$ cat config.mk
export PLATFORM = sky130hd
export DESIGN_NAME = fixed_reference_control
export DESIGN_NICKNAME = d
export VERILOG_FILES = /design/src/vref_ctrl_pkg.sv /design/src/fixed_reference_control.sv
export SDC_FILE = /design/constraint.sdc
export NUM_CORES = 1
export LEC_CHECK = 0
export BUFFER_PORTS_ARGS = -buffer_cell sky130_fd_sc_hd__buf_2
export CORE_MARGIN = 2
export CORE_UTILIZATION = 40
export CTS_BUF_LIST = sky130_fd_sc_hd__clkbuf_4 sky130_fd_sc_hd__clkbuf_8
export CTS_CLUSTER_DIAMETER = 200
export DETAILED_ROUTE_END_ITERATION = 16
export PLACE_DENSITY = 0.8
export SETUP_SLACK_MARGIN = 0.3
export SLEW_MARGIN = 20
export SYNTH_ARGS = -nofsm -noshare
export SYNTH_HDL_FRONTEND = slang
export SYNTH_SLANG_ARGS = --single-unit
export TNS_END_PERCENT = 5
$ cat constraint.sdc
create_clock -name CLOCK -period 4.15 [get_ports CLOCK]
set_input_delay 0.83 -clock CLOCK [delete_from_list [all_inputs] [get_ports CLOCK]]
set_output_delay 0.83 -clock CLOCK [all_outputs]
set_load 0.02 [all_outputs]
$ cat src/vref_ctrl_pkg.sv
// package: register map, field layout, reset values and state names for the reference control block
// assumes a 32-bit avalon-mm word bus with byte addressing
package vref_ctrl_pkg;
	localparam int ADDR_W = 4;
	localparam logic [3:0] CTRL_OFFSET = 4'h0;
	localparam logic [3:0] IRQ_STATUS_OFFSET = 4'h4;
	localparam logic [3:0] IRQ_MASK_OFFSET = 4'h8;
	localparam int BIT_REF_ENABLE = 7;
	localparam int BIT_READY = 6;
	localparam int BIT_TEMP_ENABLE = 5;
	localparam int BIT_TEMP_RANGE = 4;
	localparam int OPAMP_GAIN_LSB = 2;
	localparam int ADC_GAIN_LSB = 0;
	localparam logic [7:0] CTRL_RESET = 8'h00;
	localparam logic [7:0] CTRL_WRITE_MASK = 8'hbf;
	localparam logic [1:0] IRQ_RESET = 2'h0;
	localparam int IRQ_READY_RISE = 0;
	localparam int IRQ_READY_FALL = 1;
	typedef enum logic [1:0] {
		GAIN_OFF,
		GAIN_1X,
		GAIN_2X,
		GAIN_4X
	} gain_e;
	typedef enum {
		BUS_IDLE,
		BUS_DONE
	} bus_state_e;
endpackage : vref_ctrl_pkg

$ cat src/fixed_reference_control.sv
// fixed voltage reference control register bank with ready tracking and interrupt
// assumes the analog reference reports stabilisation asynchronously on STABLE_IN
// Notes on behaviour
// one 8-bit control register: enable7, ready6, temp5, range4, opamp gain3-2, adc gain1-0.
// ready flag is read-only, reads 1 when output usable, writes ignored.
// ready reads 0 while disabled, or enabled but not yet stable.
// temperature enable bit drives the temperature indicator enable.
// range select 1 selects high range, 0 selects low range.
// op amp gain 01,10,11 decode to 1x,2x,4x.
// op amp gain 00 switches off the op amp buffer.
// adc gain 01,10,11 decode to 1x,2x,4x.
// adc gain 00 switches off the adc buffer.
// enable bit turns the reference on, clear turns it off.
// ready becomes 1 only after circuits report stabilised.
// reset clears writable fields; ready follows live stabilisation condition.
`timescale 1ns/1ps
module fixed_reference_control
	import vref_ctrl_pkg::*;
(
	input wire logic CLOCK,
	input wire logic RST_B,
	input wire logic [vref_ctrl_pkg::ADDR_W-1:0] AVS_ADDRESS,
	input wire logic AVS_READ,
	input wire logic AVS_WRITE,
	input wire logic [31:0] AVS_WRITEDATA,
	input wire logic [3:0] AVS_BYTEENABLE,
	output logic [31:0] AVS_READDATA,
	output logic AVS_WAITREQUEST,
	input wire logic STABLE_IN,
	output logic REF_ENABLE,
	output logic TEMP_ENABLE,
	output logic TEMP_HIGH_RANGE,
	output logic OPAMP_BUF_ON,
	output logic [2:0] OPAMP_GAIN_ONEHOT,
	output logic ADC_BUF_ON,
	output logic [2:0] ADC_GAIN_ONEHOT,
	output logic IRQ
);
	import vref_ctrl_pkg::*;

	////////////////////////////////////////////////////////////////////////
	// decoding

	// one-hot gain control: bit0 1x, bit1 2x, bit2 4x; zero when off
	function automatic logic [2:0] gain_onehot(input logic [1:0] sel);
		logic [2:0] r;
		r = 3'h0;
		unique case (gain_e'(sel))
			GAIN_OFF: r = 3'h0;
			GAIN_1X: r = 3'h1;
			GAIN_2X: r = 3'h2;
			GAIN_4X: r = 3'h4;
		endcase
		return r;
	endfunction : gain_onehot

	logic [7:0] ctrl_ff;
	logic [1:0] irq_status_ff;
	logic [1:0] irq_mask_ff;
	logic [2:0] stable_sync_ff;
	logic stable_ff;
	logic ready_ff;
	logic [31:0] rdata_ff;
	bus_state_e bus_ff;
	logic nxt_ready;
	logic access;
	logic wr_fire;
	logic ready_rise;
	logic ready_fall;

	////////////////////////////////////////////////////////////////////////
	// stabilisation input: three-stage sync, change accepted when stages 2 and 3 agree
	always_ff @(posedge CLOCK) begin
		if (!RST_B) begin
			stable_sync_ff <= 3'h0;
			stable_ff <= 1'b0;
		end else begin
			stable_sync_ff <= {stable_sync_ff[1:0], STABLE_IN};
			if (stable_sync_ff[1] == stable_sync_ff[2]) begin
				stable_ff <= stable_sync_ff[2];
			end
		end
	end

	// ready is live, never stored by software; gated by enable so a disable drops it at once
	assign nxt_ready = ctrl_ff[BIT_REF_ENABLE] & stable_ff;

	always_ff @(posedge CLOCK) begin
		if (!RST_B) begin
			ready_ff <= 1'b0;
		end else begin
			ready_ff <= nxt_ready;
		end
	end

	////////////////////////////////////////////////////////////////////////
	// avalon slave: one wait cycle, answer in the second cycle of the request
	assign access = AVS_READ | AVS_WRITE;
	assign AVS_WAITREQUEST = access & (bus_ff == BUS_IDLE);
	// a write lands only at the edge where the master sees waitrequest low, never in the wait cycle
	assign wr_fire = AVS_WRITE & (bus_ff == BUS_DONE);
	assign AVS_READDATA = rdata_ff;

	always_ff @(posedge CLOCK) begin
		if (!RST_B) begin
			bus_ff <= BUS_IDLE;
		end else begin
			unique case (bus_ff)
				BUS_IDLE: bus_ff <= access ? BUS_DONE : BUS_IDLE;
				BUS_DONE: bus_ff <= BUS_IDLE;
			endcase
		end
	end

	// read data captured a cycle early so it stands with waitrequest low
	always_ff @(posedge CLOCK) begin
		if (!RST_B) begin
			rdata_ff <= 32'h0;
		end else if (AVS_READ && bus_ff == BUS_IDLE) begin
			unique case (AVS_ADDRESS)
				CTRL_OFFSET: rdata_ff <= {24'h0, ctrl_ff[7], nxt_ready, ctrl_ff[5:0]};
				IRQ_STATUS_OFFSET: rdata_ff <= {30'h0, irq_status_ff};
				IRQ_MASK_OFFSET: rdata_ff <= {30'h0, irq_mask_ff};
				default: rdata_ff <= 32'h0; // unmapped reads zero
			endcase
		end
	end

	// control register; bit 6 is masked out of every write
	always_ff @(posedge CLOCK) begin
		if (!RST_B) begin
			ctrl_ff <= CTRL_RESET;
		end else if (wr_fire && AVS_ADDRESS == CTRL_OFFSET && AVS_BYTEENABLE[0]) begin
			ctrl_ff <= AVS_WRITEDATA[7:0] & CTRL_WRITE_MASK;
		end
	end

	////////////////////////////////////////////////////////////////////////
	// interrupts: ready rise and fall events, write one to clear, set wins
	assign ready_rise = nxt_ready & ~ready_ff;
	assign ready_fall = ~nxt_ready & ready_ff;

	always_ff @(posedge CLOCK) begin
		if (!RST_B) begin
			irq_status_ff <= IRQ_RESET;
		end else begin
			irq_status_ff <= (irq_status_ff
				& ~((wr_fire && AVS_ADDRESS == IRQ_STATUS_OFFSET && AVS_BYTEENABLE[0])
					? AVS_WRITEDATA[1:0] : 2'h0))
				| {ready_fall, ready_rise};
		end
	end

	always_ff @(posedge CLOCK) begin
		if (!RST_B) begin
			irq_mask_ff <= IRQ_RESET;
		end else if (wr_fire && AVS_ADDRESS == IRQ_MASK_OFFSET && AVS_BYTEENABLE[0]) begin
			irq_mask_ff <= AVS_WRITEDATA[1:0];
		end
	end

	assign IRQ = |(irq_status_ff & irq_mask_ff);

	////////////////////////////////////////////////////////////////////////
	// analog controls straight from register bits
	assign REF_ENABLE = ctrl_ff[BIT_REF_ENABLE];
	assign TEMP_ENABLE = ctrl_ff[BIT_TEMP_ENABLE];
	assign TEMP_HIGH_RANGE = ctrl_ff[BIT_TEMP_RANGE];
	assign OPAMP_GAIN_ONEHOT = gain_onehot(ctrl_ff[OPAMP_GAIN_LSB+:2]);
	assign OPAMP_BUF_ON = |ctrl_ff[OPAMP_GAIN_LSB+:2];
	assign ADC_GAIN_ONEHOT = gain_onehot(ctrl_ff[ADC_GAIN_LSB+:2]);
	assign ADC_BUF_ON = |ctrl_ff[ADC_GAIN_LSB+:2];
endmodule : fixed_reference_control

==> results.py, run 1 <==
metrics = {
    "outcome": {
        "status": "finished, final reports clean",
    },
    "grt": {
        "track_usage": 0.139,
        "antenna_found_initial": 0,
        "grt_pass1_wl_um": 3790,
        "grt_max_degree": 18,
        "grt_remaining_overflow": 0,
        "grt_pass1_vias": 878,
    },
    "synthesis": {
        "syn-instance-count": 149,
        "synth_edf_count": 0,
        "synthTopCellsByArea": "dfxtp_1 (41%), buf_4 (15%), a21oi_1 (6.1%), nand3_1 (6.1%), o21ai_0 (4.5%)",
        "synth_cell_type_count": 29,
        "yosysTopAreaCell": "dfxtp_1",
        "synth-seq-area-share": 0.410,
        "syn_area_um2": 1220,
        "synth_top_area_share": 0.410,
        "synth_warnings": 0,
        "avgSynthCellArea_um2": 8.20,
        "synthFlopType": "dfxtp_1",
        "synth-seq-cells": 25,
        "async_reset_ff_frac": 0,
    },
    "cells_and_area": {
        "fin_nets": 229,
        "stdcell_count": 216,
        "drive_above_1_share": 0.246,
        "final_cell_mix": "buf_2 (37), dfxtp_1 (25), conb_1 (24)",
        "n_antenna_cell": 0,
        "mostFrequentLayoutCell": "buf_2",
        "area_growth_pct": 12.4,
    },
    "cts": {
        "post_cts_resized": 0,
        "cts_buffer_depth": 2,
        "cts-root-buf": "clkbuf_4",
        "cts_tree": "done",
        "cts.sinks": 25,
        "post_cts_buffers": 0,
        "cts_buffers": 3,
        "cts_hold_buf": 0,
        "worstSkewPairLatency_ps": 320,
        "cts_htree_levels": 1,
        "clkTransAtPathRegs_ps": 130,
    },
    "detailed_routing": {
        "viasPerCell": 4.89,
        "wirelength_um": 2470,
        "via_count": 1057,
        "antenna_left": 0,
        "dr.pass1.iters": 4,
        "avgRoutedWirePerCell_um": 11.4,
        "drc": 0,
        "drt_iter0_drc": 31,
    },
    "sta": {
        "slew_violations": 0,
        "finalClockSkew_ps": 15.0,
        "fmax_mhz": 476,
        "finalHoldViolCount": 0,
        "period_share": 0.506,
        "setup_ws_ps": 2050,
        "setup_viol": 0,
        "tightest_slew_ps": 684,
        "relSlewSlack": 0.540,
        "rsz0062_at_grt": "false",
        "finalSetupTns_ps": 0,
        "whs_ps": 449,
        "fin_crit_ps": 2100,
    },
    "floorplan": {
        "die_area_um2": 3510,
        "die_x_um": 59.3,
        "rows": 20,
        "start_util": 0.410,
        "core_um2": 2980,
        "die_height_um": 59.3,
        "io_pins": 90,
    },
    "worst_setup_path": {
        "critical_path.cell_chain": "buf_2, nor2_1, nor2_1, buf_2",
        "crit_fanout": 3,
        "cpPeakStageDelay_ps": 150,
        "end_kind": "output pin",
        "crit_path_start_kind": "input port",
        "arrival_ps": 1270,
        "worstSetupPathType": "input port to output pin",
        "critPathRequiredTime_ps": 3320,
        "critPathSlowestCell": "buf_2",
    },
    "flow_run": {
        "maxCapViolations": 0,
    },
    "hold_path": {
        "hold_path.class": "flip-flop to flip-flop",
    },
    "place": {
        "dp_hpwl_um": 1830,
        "gp_congestion": 0.813,
        "place_inst": 212,
        "pre_cts_ws_ps": 1820,
        "io_buffers": 37,
    },
    "pwr": {
        "combPwrFrac": 0.125,
        "power_switching_w": 0.000116,
        "power_density_nw_per_um2": 296,
        "clockPowerShare": 0.274,
        "leakage_nw": 0.624,
        "pwr-share-seq": 0.601,
        "switching_share": 0.285,
        "irDropWorstVdd_mv": 0.131,
        "p_total_w": 0.000406,
        "p_int_w": 0.000290,
    },
}
-- path summary, 6_finish.rpt --
kind	start	endpoint	slack, ps	cells past startpoint
worst max register to register	bus_ff[0]$_SDFF_PP0_	irq_mask_ff[0]$_SDFFE_PN0P_	2850	3
worst min-delay path	stable_sync_ff[0]$_SDFF_PN0_	stable_sync_ff[1]$_SDFF_PN0_	450	1
worst max-delay path	AVS_WRITE	AVS_WAITREQUEST	2050	4
worst min register to register	stable_sync_ff[0]$_SDFF_PN0_	stable_sync_ff[1]$_SDFF_PN0_	450	1
-- layout make-up --
type	instances	area, µm²
fillers	333	1610
well taps	33	41.3
clock buffers	3	22.5
repair buffers	37	185
multi-input cells	116	612
flip-flops and latches	25	500
inverters	1	3.75
clock inverters	1	7.51
-- sequential cells by signal (all words and copies together) (netlist names) --
| name | cells |
|---|---|
| AVS_READDATA | 8 |
| bus_ff | 1 |
| ctrl_ff | 7 |
| irq_mask_ff | 2 |
| irq_status_ff | 2 |
| ready_ff | 1 |
| stable_ff | 1 |
| stable_sync_ff | 3 |
-- power by group through the flow --
stage	sequential [W]	clock (W)	combinational, W
floorplan	0.000249	0	0.0000523
global placement	0.000249	0	0.0000492
detailed placement	0.000249	0	0.0000494
CTS	0.000244	0.000114	0.0000495
global route	0.000244	0.000122	0.0000557
finish	0.000244	0.000111	0.0000509
-- Yosys cell counts (all sizes together) (2+ instances only) --
master / instances
nand3: 15
or2: 2
nor2: 4
mux2i: 3
o21ai: 11
buf: 28
a21oi: 16
nand2: 14
clkbuf: 2
nor2b: 8
and3: 3
and2: 5
dfxtp: 25
-- stage by stage --
step | util | instance area (µm²)
2_1_floorplan | - | 1310
3_3_place_gp | 0.448 | 1330
3_5_place_dp | 0.448 | 1330
4_1_cts | 0.458 | 1360
5_1_grt | 0.461 | 1370
6_report | 0.461 | 1370
-- per-layer routing --
layer / wire length (µm) / global-route usage / vias to the layer above
met5: 0 / 0 / -
met4: 15 / 0.0292 / 0
met3: 144 / 0.0415 / 2
met2: 1160 / 0.231 / 40
met1: 1150 / 0.177 / 485
li1: - / - / 530
-- kinds of logic after synthesis --
| group | after synthesis | share of synthesized area |
|---|---|---|
| and+or+nand+nor | 58 | 0.247 |
| AOI/OAI and AO/OA | 31 | 0.143 |
| buffers and inverters | 31 | 0.172 |
| DFF | 25 | 0.410 |
| muxes | 3 | 0.0246 |
| other | 1 | 0.00307 |
-- critical path: cells and delay by family --
| kind | cells | cell delay (ps) |
|---|---|---|
| simple gates | 2 | 180 |
| buf+inv | 2 | 260 |
(Power assumes the default switching activity.)
==> run 2: changes to the inputs <==
Settings changed: ABC_AREA from default to 1, PLACE_DENSITY 0.8 to 0.79.
Clock period 4.15 ns to 2.2 ns, I/O delays scaled along.
==> run 2 against run 1 <==
  * Clock power rose by 95%
  * Cell area increased by 1.3%
  * Synthesized cell count increased by 13%
  * Sequential power increased by 89%
  * Count of clock-buffer cells in the layout rose by 1
  * Worst hold slack worse by 160 ps
  * Utilization up 0.20 points
  * Via count increased by 0.38%
  * Power rose by 90%
  * Critical path type is now flip-flop to output pin
  * Critical endpoint is now ADC_GAIN_ONEHOT[1]
  * Largest cell class unchanged
==> results.py, run 2 <==
metrics = {
    "outcome": {
        "status": "finished, final reports clean",
    },
    "cts": {
        "post_cts_resized": 0,
        "worstSkewPairLatency_ps": 320,
        "cts_htree_levels": 1,
        "clkTransAtPathRegs_ps": 120,
        "cts_buffer_depth": 2,
        "cts_buffers": 3,
        "cts.sinks": 25,
        "cts_hold_buf": 0,
        "cts_tree": "done",
        "cts-root-buf": "clkbuf_4",
        "post_cts_buffers": 0,
    },
    "worst_setup_path": {
        "critPathSlowestCell": "dfxtp_1",
        "crit_path_start_kind": "flip-flop",
        "end_kind": "output pin",
        "crit_fanout": 5,
        "arrival_ps": 1080,
        "r2r_cells": 4,
        "cpPeakStageDelay_ps": 430,
        "critical_path.cell_chain": "inv_1, nor2_1, buf_2",
        "worstSetupPathType": "flip-flop to output pin",
        "critPathRequiredTime_ps": 1760,
    },
    "detailed_routing": {
        "antenna_left": 0,
        "avgRoutedWirePerCell_um": 9.70,
        "drt_iter0_drc": 35,
        "top_layer_used": "met4",
        "viasPerCell": 4.46,
        "via_count": 1061,
        "wl_met2_um": 1060,
        "wirelength_um": 2310,
        "drc": 0,
        "route.met3.wl_um": 169,
        "dr.pass1.iters": 6,
        "wl_met1_um": 1040,
    },
    "floorplan": {
        "die_height_um": 59.8,
        "core_um2": 3000,
        "start_util": 0.415,
        "die_x_um": 59.8,
        "die_area_um2": 3580,
        "io_pins": 90,
        "rows": 20,
    },
    "synthesis": {
        "synth-seq-area-share": 0.402,
        "synth-seq-cells": 25,
        "yosysTopAreaCell": "dfxtp_1",
        "async_reset_ff_frac": 0,
        "synthFlopType": "dfxtp_1",
        "syn-instance-count": 168,
        "synth_top_area_share": 0.402,
        "avgSynthCellArea_um2": 7.42,
        "synth_edf_count": 0,
        "synth_most_common_cell": "nor2_1",
        "synthTopCellsByArea": "dfxtp_1 (40%), buf_4 (14%), nor2_1 (11%), nand2_1 (5.7%), inv_1 (5.4%)",
        "synth_cell_type_count": 22,
        "syn_area_um2": 1250,
        "synth_warnings": 0,
        "synthTopCellsByCount": "nor2_1 (35), dfxtp_1 (25), buf_4 (24), nand2_1 (19), inv_1 (18)",
    },
    "pwr": {
        "pwr-share-seq": 0.597,
        "irDropWorstVdd_mv": 0.180,
        "p_total_w": 0.000771,
        "clockPowerShare": 0.280,
        "p_int_w": 0.000561,
        "combPwrFrac": 0.123,
        "power_switching_w": 0.000210,
        "power_density_nw_per_um2": 554,
        "leakage_nw": 0.777,
        "switching_share": 0.272,
    },
    "flow_run": {
        "maxCapViolations": 0,
    },
    "grt": {
        "grt_pass1_vias": 833,
        "grt_max_degree": 15,
        "track_usage": 0.133,
        "grt_pass1_wl_um": 3530,
        "antenna_found_initial": 0,
        "grt_remaining_overflow": 0,
    },
    "place": {
        "gp_congestion": 0.817,
        "dp_hpwl_um": 1750,
        "io_buffers": 37,
        "pre_cts_ws_ps": 704,
    },
    "cells_and_area": {
        "largest_register_ffs": 8,
        "final_cell_mix": "buf_2 (37), nor2_1 (35), dfxtp_1 (25)",
        "drive_above_1_share": 0.239,
        "fin_nets": 251,
        "area_growth_pct": 11.5,
        "mostFrequentLayoutCell": "buf_2",
        "fill_cells": 317,
        "n_antenna_cell": 0,
    },
    "sta": {
        "finalSetupTns_ps": 0,
        "setup_ws_ps": 675,
        "fmax_mhz": 656,
        "period_share": 0.693,
        "slew_violations": 0,
        "finalClockSkew_ps": 5.21,
        "fin_crit_ps": 1520,
        "setup_viol": 0,
        "rsz0062_at_grt": "false",
        "finalHoldViolCount": 0,
    },
    "hold_path": {
        "whs_path_depth": 3,
        "hold_path.class": "input port to flip-flop",
    },
}
[run 2: cell types whose count changed after synthesis, moves of 5 or more]
cell     before  now
a21oi_1      15    6
and2_1        5    0
inv_1         0   18
nand2_1      14   19
nor2_1        4   35
nor2b_1       8    0
[run 2: cell type report]
type | instances | area (µm²) | share of cell area
clock buffers | 4 | 30.0 | 0.0216
repair buffers | 37 | 185 | 0.133
well taps | 33 | 41.3 | 0.0297
flip-flops and latches | 25 | 500 | 0.360
multi-input cells | 120 | 562 | 0.404
inverters | 19 | 71.3 | 0.0513
[run 2: power groups by stage]
stage,combinational [W],clock (W),sequential (W)
2_1_floorplan,0.000104,0,0.000470
3_3_place_gp,0.0000933,0,0.000470
3_5_place_dp,0.0000940,0,0.000470
4_1_cts,0.0000943,0.000219,0.000460
5_1_grt,0.000105,0.000236,0.000461
6_report,0.0000946,0.000216,0.000460
[run 2: metrics by stage]
| stage | utilization | instances | cell area [µm²] | hold WS (ps) |
|---|---|---|---|---|
| after global routing | 0.463 | 238 | 1390 | 301 |
| final | 0.463 | 238 | 1390 | 293 |
| after global placement | 0.453 | 234 | 1360 | 399 |
| after CTS | 0.463 | 238 | 1390 | 291 |
| after floorplan | - | 191 | 1330 | 390 |
| after detailed placement | 0.453 | 234 | 1360 | 403 |
[run 2: per-layer routing]
metal,global-route usage,up-vias
met5,0,-
met1,0.165,465
met3,0.0346,5
li1,-,552
met4,0.0667,0
met2,0.211,39
[run 2: cells by family after synthesis]
family	synth area share
AO/OA/AOI/OAI	0.102
buffers and inverters	0.217
flip-flops	0.402
other	0.00301
AND/OR/NAND/NOR	0.276
[run 2: path summary, 6_finish.rpt]
path | startpoint | slack, ps | endpoint
worst min register to register | stable_sync_ff[0]$_SDFF_PN0_ | 430 | stable_sync_ff[1]$_SDFF_PN0_
worst min-delay path | STABLE_IN | 290 | stable_sync_ff[0]$_SDFF_PN0_
worst max-delay path | ctrl_ff[1]$_SDFFE_PN0P_ | 680 | ADC_GAIN_ONEHOT[1]
worst max register to register | bus_ff[0]$_SDFF_PP0_ | 1000 | AVS_READDATA[5]$_SDFFE_PN0P_
[run 2: worst max-delay path, delay by kind of cell (launching register included)]
kind / cells / cell delay, ps
buf+inv: 2 / 250
flops: 1 / 430
simple gates: 1 / 90
